**src/rtl/dacr_map.svh**
```systemverilog
// dacr_map.svh: offsets, field positions, reset values for the dual converter control block
// assumes an 8-bit special function register port with an 8-bit address
`ifndef DACR_MAP_SVH
`define DACR_MAP_SVH
`define DACR_PRI_CTRL_ADDR   8'hd2
`define DACR_AUX_CTRL_ADDR   8'hd3
`define DACR_PRI_RES_L_ADDR  8'hd9
`define DACR_PRI_RES_M_ADDR  8'hda
`define DACR_PRI_RES_H_ADDR  8'hdb
`define DACR_PRI_CTRL_RST    8'h07
`define DACR_AUX_CTRL_RST    8'h00
`define DACR_PRI_CTRL_MASK   8'h7f
`define DACR_AUX_CTRL_MASK   8'h78
`define DACR_EXT_REF_BIT     6
`define DACR_CHAN_HI_BIT     5
`define DACR_CHAN_LO_BIT     4
`define DACR_UNIPOLAR_BIT    3
`define DACR_RANGE_HI_BIT    2
`define DACR_RANGE_LO_BIT    0
`define DACR_TEMP_ZERO_CODE  16'h8000
`define DACR_PRI_BIPOLAR_MID 24'h800000
`endif

```
**src/rtl/dacr_pkg.sv**
```systemverilog
// dacr_pkg.sv: types shared by the dual converter control block
// assumes dacr_map.svh supplies the numeric constants
package dacr_pkg;
  typedef enum logic [1:0] {DACR_PRI_ANALOG_INPUT_ONE_ANALOG_INPUT_TWO, DACR_PRI_ANALOG_INPUT_THREE_ANALOG_INPUT_FOUR,
                            DACR_PRI_SHORT_ANALOG_INPUT_TWO, DACR_PRI_ANALOG_INPUT_THREE_ANALOG_INPUT_TWO} dacr_pri_chan_e;
  typedef enum logic [1:0] {DACR_AUX_ANALOG_INPUT_THREE, DACR_AUX_ANALOG_INPUT_FOUR,
                            DACR_AUX_TEMP, DACR_AUX_ANALOG_INPUT_FIVE} dacr_aux_chan_e;
  typedef logic [2:0] dacr_range_t;
  typedef logic [7:0] dacr_byte_t;
endpackage

```
**src/rtl/dacr_aux_cal.sv**
```systemverilog
// dacr_aux_cal.sv: auxiliary calibration completion handling
// assumes the analog side pulses i_cal_done at the end of an auxiliary calibration
`timescale 1ns/1ps
`include "dacr_map.svh"
module dacr_aux_cal (
  input  wire logic i_sys_clk,
  input  wire logic i_srst,
  input  wire logic i_ce,
  input  wire logic i_cal_done,
  input  wire logic i_temp_sel,
  input  wire logic i_clear,
  output logic      o_ready,
  output logic      o_error,
  output logic      o_coef_wr
);
  logic ready_q, ready_d, error_q, error_d, coef_q, coef_d;

  always_comb begin
    ready_d = ready_q;
    error_d = error_q;
    coef_d  = 1'b0;
    if (i_clear) begin
      ready_d = 1'b0;
      error_d = 1'b0;
    end
    // completion wins over a clear in the same cycle
    if (i_cal_done) begin
      ready_d = 1'b1;
      error_d = i_temp_sel;
      coef_d  = ~i_temp_sel;
    end
  end

  always_ff @(posedge i_sys_clk) begin
    if (i_srst) begin
      ready_q <= 1'b0;
      error_q <= 1'b0;
      coef_q  <= 1'b0;
    end else if (i_ce) begin
      ready_q <= ready_d;
      error_q <= error_d;
      coef_q  <= coef_d;
    end
  end

  assign o_ready   = ready_q;
  assign o_error   = error_q;
  assign o_coef_wr = coef_q;
endmodule

```
**src/rtl/dacr_top.sv**
```systemverilog
// dacr_top.sv: control and result registers of the dual converter
// assumes a same-clock special function register port and a converter core on i_sys_clk
`timescale 1ns/1ps
`include "dacr_map.svh"
module dacr_top (
  input  wire logic                    i_sys_clk,
  input  wire logic                    i_srst,
  input  wire logic                    i_ce,
  input  wire logic [7:0]              i_sfr_addr,
  input  wire logic                    i_sfr_wr,
  input  wire logic                    i_sfr_rd,
  input  wire dacr_pkg::dacr_byte_t    i_sfr_wdata,
  input  wire logic                    i_primary_conv_enable,
  input  wire logic                    i_aux_conv_enable,
  input  wire logic                    i_pri_result_valid,
  input  wire logic [23:0]             i_pri_result,
  input  wire logic                    i_aux_cal_done,
  input  wire logic                    i_aux_cal_start,
  output dacr_pkg::dacr_byte_t         o_sfr_rdata,
  output logic                         o_primary_ext_ref_select,
  output dacr_pkg::dacr_pri_chan_e     o_primary_chan,
  output logic                         o_primary_unipolar,
  output dacr_pkg::dacr_range_t        o_primary_range,
  output logic                         o_aux_ext_ref_select,
  output dacr_pkg::dacr_aux_chan_e     o_aux_chan,
  output logic                         o_aux_unipolar,
  output logic                         o_aux_temp_sel,
  output logic [23:0]                  o_pri_zero_code,
  output logic [15:0]                  o_aux_zero_code,
  output logic                         o_pri_conv_reset,
  output logic                         o_aux_conv_reset,
  output logic                         o_aux_ready_flag,
  output logic                         o_aux_error_flag,
  output logic                         o_aux_coef_wr
);
  import dacr_pkg::*;

  dacr_byte_t pri_ctrl_q, pri_ctrl_d, aux_ctrl_q, aux_ctrl_d;
  logic [23:0] result_q, result_d;
  dacr_byte_t rdata_q, rdata_d;
  logic pri_en_q, aux_en_q;
  logic pri_rst_q, pri_rst_d, aux_rst_q, aux_rst_d;
  logic [23:0] pri_zero_q, pri_zero_d;
  logic [15:0] aux_zero_q, aux_zero_d;
  logic temp_sel_q, temp_sel_d;
  logic pri_wr, aux_wr;
  logic aux_ready, aux_error, aux_coef;

  function automatic logic hit(input logic [7:0] a, input logic [7:0] base);
    hit = (a == base);
  endfunction

  assign pri_wr = i_sfr_wr && hit(i_sfr_addr, `DACR_PRI_CTRL_ADDR);
  assign aux_wr = i_sfr_wr && hit(i_sfr_addr, `DACR_AUX_CTRL_ADDR);

  always_comb begin
    pri_ctrl_d = pri_ctrl_q;
    aux_ctrl_d = aux_ctrl_q;
    result_d   = result_q;
    if (pri_wr) begin
      pri_ctrl_d = i_sfr_wdata & `DACR_PRI_CTRL_MASK;
    end
    if (aux_wr) begin
      aux_ctrl_d = i_sfr_wdata & `DACR_AUX_CTRL_MASK;
    end
    if (i_pri_result_valid) begin
      result_d = i_pri_result;
    end
  end

  always_comb begin
    rdata_d = 8'h00;
    if (i_sfr_rd) begin
      if (hit(i_sfr_addr, `DACR_PRI_CTRL_ADDR)) begin
        rdata_d = pri_ctrl_q;
      end else if (hit(i_sfr_addr, `DACR_AUX_CTRL_ADDR)) begin
        rdata_d = aux_ctrl_q;
      end else if (hit(i_sfr_addr, `DACR_PRI_RES_L_ADDR)) begin
        rdata_d = result_q[7:0];
      end else if (hit(i_sfr_addr, `DACR_PRI_RES_M_ADDR)) begin
        rdata_d = result_q[15:8];
      end else if (hit(i_sfr_addr, `DACR_PRI_RES_H_ADDR)) begin
        rdata_d = result_q[23:16];
      end else begin
        rdata_d = 8'h00;
      end
    end
  end

  // converter resets are one-cycle pulses; a primary reset also resets the auxiliary converter
  always_comb begin
    pri_rst_d = (pri_wr && i_primary_conv_enable) ||
                (i_primary_conv_enable && !pri_en_q);
    aux_rst_d = pri_rst_d || aux_wr ||
                (i_aux_conv_enable && !aux_en_q);
  end

  // zero-input codes follow the coding bits; the sensor reads 8000h at zero degrees
  always_comb begin
    pri_zero_d = pri_ctrl_d[`DACR_UNIPOLAR_BIT] ? 24'h000000 : `DACR_PRI_BIPOLAR_MID;
    aux_zero_d = aux_ctrl_d[`DACR_UNIPOLAR_BIT] ? 16'h0000   : 16'h8000;
    temp_sel_d = (aux_ctrl_d[`DACR_CHAN_HI_BIT:`DACR_CHAN_LO_BIT] == 2'(DACR_AUX_TEMP));
    if (temp_sel_d) begin
      aux_zero_d = `DACR_TEMP_ZERO_CODE;
    end
  end

  always_ff @(posedge i_sys_clk) begin
    if (i_srst) begin
      pri_ctrl_q <= `DACR_PRI_CTRL_RST;
      aux_ctrl_q <= `DACR_AUX_CTRL_RST;
      result_q   <= 24'h000000;
      rdata_q    <= 8'h00;
      pri_en_q   <= 1'b0;
      aux_en_q   <= 1'b0;
      pri_rst_q  <= 1'b0;
      aux_rst_q  <= 1'b0;
      pri_zero_q <= `DACR_PRI_BIPOLAR_MID;
      aux_zero_q <= 16'h8000;
      temp_sel_q <= 1'b0;
    end else if (i_ce) begin
      pri_ctrl_q <= pri_ctrl_d;
      aux_ctrl_q <= aux_ctrl_d;
      result_q   <= result_d;
      rdata_q    <= rdata_d;
      pri_en_q   <= i_primary_conv_enable;
      aux_en_q   <= i_aux_conv_enable;
      pri_rst_q  <= pri_rst_d;
      aux_rst_q  <= aux_rst_d;
      pri_zero_q <= pri_zero_d;
      aux_zero_q <= aux_zero_d;
      temp_sel_q <= temp_sel_d;
    end
  end

  // software must pair the sensor with internal reference and bipolar coding; not enforced
  dacr_aux_cal u_aux_cal (
    .i_sys_clk  (i_sys_clk),
    .i_srst     (i_srst),
    .i_ce       (i_ce),
    .i_cal_done (i_aux_cal_done),
    .i_temp_sel (aux_ctrl_q[`DACR_CHAN_HI_BIT:`DACR_CHAN_LO_BIT] == 2'(DACR_AUX_TEMP)),
    .i_clear    (i_aux_cal_start),
    .o_ready    (aux_ready),
    .o_error    (aux_error),
    .o_coef_wr  (aux_coef)
  );

  assign o_sfr_rdata              = rdata_q;
  assign o_primary_ext_ref_select = pri_ctrl_q[`DACR_EXT_REF_BIT];
  assign o_primary_chan           = dacr_pri_chan_e'(pri_ctrl_q[`DACR_CHAN_HI_BIT:`DACR_CHAN_LO_BIT]);
  assign o_primary_unipolar       = pri_ctrl_q[`DACR_UNIPOLAR_BIT];
  assign o_primary_range          = pri_ctrl_q[`DACR_RANGE_HI_BIT:`DACR_RANGE_LO_BIT];
  assign o_aux_ext_ref_select     = aux_ctrl_q[`DACR_EXT_REF_BIT];
  assign o_aux_chan               = dacr_aux_chan_e'(aux_ctrl_q[`DACR_CHAN_HI_BIT:`DACR_CHAN_LO_BIT]);
  assign o_aux_unipolar           = aux_ctrl_q[`DACR_UNIPOLAR_BIT];
  // no range field on the auxiliary side: span is always the reference
  assign o_aux_temp_sel           = temp_sel_q;
  assign o_pri_zero_code          = pri_zero_q;
  assign o_aux_zero_code          = aux_zero_q;
  assign o_pri_conv_reset         = pri_rst_q;
  assign o_aux_conv_reset         = aux_rst_q;
  assign o_aux_ready_flag         = aux_ready;
  assign o_aux_error_flag         = aux_error;
  assign o_aux_coef_wr            = aux_coef;
endmodule

```
**config.mk**
```make
export PLATFORM = sky130hd
export DESIGN_NAME = dacr_top
export DESIGN_NICKNAME = d
export VERILOG_FILES = /design/src/rtl/dacr_pkg.sv /design/src/rtl/dacr_aux_cal.sv /design/src/rtl/dacr_top.sv
export VERILOG_INCLUDE_DIRS = /design/src /design/src/rtl
export SDC_FILE = /design/constraint.sdc
export NUM_CORES = 1
export LEC_CHECK = 0
export BUFFER_PORTS_ARGS = -buffer_cell sky130_fd_sc_hd__buf_4
export CAP_MARGIN = 20
export CORE_AREA = 5 5 100 102
export DETAILED_ROUTE_END_ITERATION = 6
export DIE_AREA = 0 0 105 107
export GPL_TIMING_DRIVEN = 0
export PLACE_DENSITY = 0.6
export REMOVE_ABC_BUFFERS = 1
export SLEW_MARGIN = 0
export SYNTH_ARGS = -nofsm -noshare
export SYNTH_HDL_FRONTEND = slang
export SYNTH_SLANG_ARGS = --single-unit
```
**constraint.sdc**
```tcl
create_clock -name i_sys_clk -period 1.95 [get_ports i_sys_clk]
set_clock_uncertainty 0.15 [all_clocks]
set_input_delay 0.39 -clock i_sys_clk [delete_from_list [all_inputs] [get_ports i_sys_clk]]
set_output_delay 0.39 -clock i_sys_clk [all_outputs]
set_load 0.01 [all_outputs]
```
==> flow_metrics.env <==
export IMPL_viasPerCell=4.58
export IMPL_hold_buffers=0
export IMPL_core_sq_um=9020
export IMPL_crit_required_ns=2.02
export IMPL_setup_violations=0
export IMPL_cpMaxStageDelayCell="nor3_1"
export IMPL_final_net_count=435
export IMPL_p_leak_nw=1.39
export IMPL_firstDrtPassIters=4
export IMPL_std_cell_rows=35
export IMPL_dieArea_sq_um=11200
export IMPL_slew_headroom=0.448
export IMPL_cap_violations=0
export IMPL_path_max_fanout=17
export IMPL_start_kind="primary input"
export IMPL_placed_cells=487
export IMPL_synth_area_per_cell_sq_um=8.22
export IMPL_grt_max_degree=52
export IMPL_async_reset_ff_frac=0
export IMPL_cts_tree="done"
export IMPL_grt_pass1_vias=2129
export IMPL_cp_end_kind="flip-flop"
export IMPL_final_cells=497
export IMPL_start_util=0.293
export IMPL_track_usage=0.117
export IMPL_syn_instance_count=321
export IMPL_io_pins=115
export IMPL_rsz0062_at_grt="no"
export IMPL_synth_top_cell_area_share=0.402
export IMPL_worstPathArrival_ns=1.88
export IMPL_vias=2277
export IMPL_grt_pass1_wl_um=10800
export IMPL_synth_edf_count=0
export IMPL_cts_htree_levels=2
export IMPL_critPathKind="in -> reg"
export IMPL_clkTransAtPathRegs_ns=0.09
export IMPL_numCtsBuffers=5
export IMPL_die_width_um=105
export IMPL_finalCritPeriodShare=0.928
export IMPL_antenna_left=0
export IMPL_synthFlopType="dfxtp_1"
export IMPL_worst_pin_slew_ns=0.828
export IMPL_drive_above_1_share=0.233
export IMPL_numClockSinks=53
export IMPL_io_buffers=75
export IMPL_ys_top_cells_by_count="nand2_1, dfxtp_1, buf_4, a21oi_1, nor2_1"
export IMPL_syn2layout_area_growth_pct=22.4
export IMPL_fmax_ghz=0.553
export IMPL_avgRoutedWirePerCell_um=14.1
export IMPL_peakVddDrop_uv=249
export IMPL_netlist_area_sq_um=2640
export IMPL_critical_path_cell_chain="buf_4 -> inv_1 -> nor3_1 -> mux2_2 -> a211oi_1"
export IMPL_place_area_sq_um=3120
export IMPL_ys_seq_area_frac=0.402
export IMPL_overflow=0
export IMPL_p_per_area_nw_per_um2=642
export IMPL_drc_errors=0
export IMPL_yosys_area_top_type="dfxtp_1"
export IMPL_slew_violations=0
export IMPL_yosysMostFrequentCell="nand2_1"
export IMPL_die_h_um=107
export IMPL_cp_num_buf_inv=2
export IMPL_n_antenna_cell=0
export IMPL_nFillCells=972
export IMPL_clkLatencyLatePin_ns=0.30
export IMPL_status="finished clean"
export IMPL_slowest_delay_ns=0.46
export IMPL_synth_seq_cells=53
export IMPL_yosysWarningCount=0
export IMPL_routabilityCongestion=0.787
export IMPL_drt_initial_drc_count=65
export IMPL_ys_types=37
export IMPL_ctsRootBufferMaster="clkbuf_8"
export IMPL_synth_area_leaders="dfxtp_1, buf_4, nand2_1"
export IMPL_antenna_found_initial=0
export IMPL_final_area_sq_um=3230
export IMPL_dp_hpwl_um=5360
export IMPL_min_period_ns=1.81
export IMPL_finalSetupTns_ns=0
export IMPL_critPathTopFamily="simple AND/OR/NAND/NOR gates"
export IMPL_hp_class="in -> reg"
export IMPL_clk_path_buf_depth=2
export IMPL_routed_wl_um=7000
export IMPL_finalHoldViolations=0
## layout make-up
class	instances	area, sq um	share of cell area
Timing Repair Buffer	77	578	0.179
Multi-Input combinational cell	244	1340	0.415
Clock buffer	6	82.6	0.0256
Clock inverter	2	13.8	0.00426
Inverter	4	15.0	0.00465
Tap cell	111	139	0.0430
Sequential cell	53	1060	0.329
## flip-flops by register name, indices dropped and copies added (netlist names)
register             count
o_pri_conv_reset         1
o_aux_zero_code          1
u_aux_cal.o_ready        1
u_aux_cal.o_coef_wr      1
pri_en_q                 1
u_aux_cal.o_error        1
o_pri_zero_code          1
aux_en_q                 1
result_q                24
o_aux_temp_sel           1
o_aux_conv_reset         1
aux_ctrl_q               4
o_sfr_rdata              8
pri_ctrl_q               7
## layer usage
metal  GRT usage  share of wire  wire, um
met1       0.149           0.45      3120
met4      0.0292         0.0093        65
met2       0.194           0.47      3280
met5           0              0         0
met3      0.0337          0.076       531
## cell usage in the layout (no fill, tap or decap), drive strengths merged, types with 2 or more instances in the layout
master	synthesis	routed
nor3	13	13
nand2	56	56
nand4b	2	2
mux2	2	2
o22ai	4	4
mux2i	18	18
nand2b	7	7
a21oi	33	33
dfxtp	53	53
conb	1	38
buf	44	77
clkinv	0	2
nor4	2	2
o221ai	4	4
o31ai	5	5
nor2b	6	6
a32o	4	4
a211o	3	3
clkbuf	13	6
nor2	20	20
inv	4	4
nand3	3	3
o21ai	12	12
## kinds of logic after synthesis
kind of cell | Yosys count | share of synthesized area
other | 1 | 0.00142
AND/OR/NAND/NOR | 117 | 0.218
flip-flops | 53 | 0.402
buffers and inverters | 61 | 0.143
AO/OA/AOI/OAI | 69 | 0.159
multiplexers | 20 | 0.0768
## path summary, 6_finish.rpt
kind	slack, ns	startpoint	end	depth (start not counted)
setup / recovery	0.14	i_sfr_addr[0]	o_aux_temp_sel$_SDFFE_PP0P_	5
hold / removal	0.14	i_sfr_wdata[2]	pri_ctrl_q[2]$_SDFFE_PP1P_	2
setup reg to reg	0.58	aux_ctrl_q[4]$_SDFFE_PP0P_	o_aux_temp_sel$_SDFFE_PP0P_	3
hold reg to reg	0.31	result_q[14]$_SDFFE_PP0P_	result_q[14]$_SDFFE_PP0P_	2
## metrics by stage
| stage | hold slack (ns) | utilization | worst slack [ns] | total power (W) |
|---|---|---|---|---|
| after floorplan | 0.277 | - | 0.223 | 0.00129 |
| after global placement | 0.292 | 0.346 | -0.271 | 0.00145 |
| after detailed placement | 0.294 | 0.346 | -0.311 | 0.00145 |
| after CTS | 0.130 | 0.356 | 0.0211 | 0.00211 |
| after global routing | 0.131 | 0.358 | 0.0600 | 0.00218 |
| final | 0.144 | 0.358 | 0.141 | 0.00207 |
## where the power goes
group          internal, W  total (W)  switching [W]
Sequential         0.00112    0.00113      0.0000171
Combinational     0.000123   0.000293       0.000170
Clock             0.000289   0.000647       0.000358
## repair_timing
item                                   4_1_cts  5_1_grt
buffers inserted                             0        2
endpoints found under the hold margin        0        0
setup endpoints to repair                    0        7
resized for setup                            0        0
## worst reg2reg max path: stages (launching register included)
cell and delay (ns):
dfxtp_1 0.39, nand2b_1 0.25, mux2_2 0.29, a211oi_1 0.22
No activity file was read; power rests on OpenSTA's default activity.
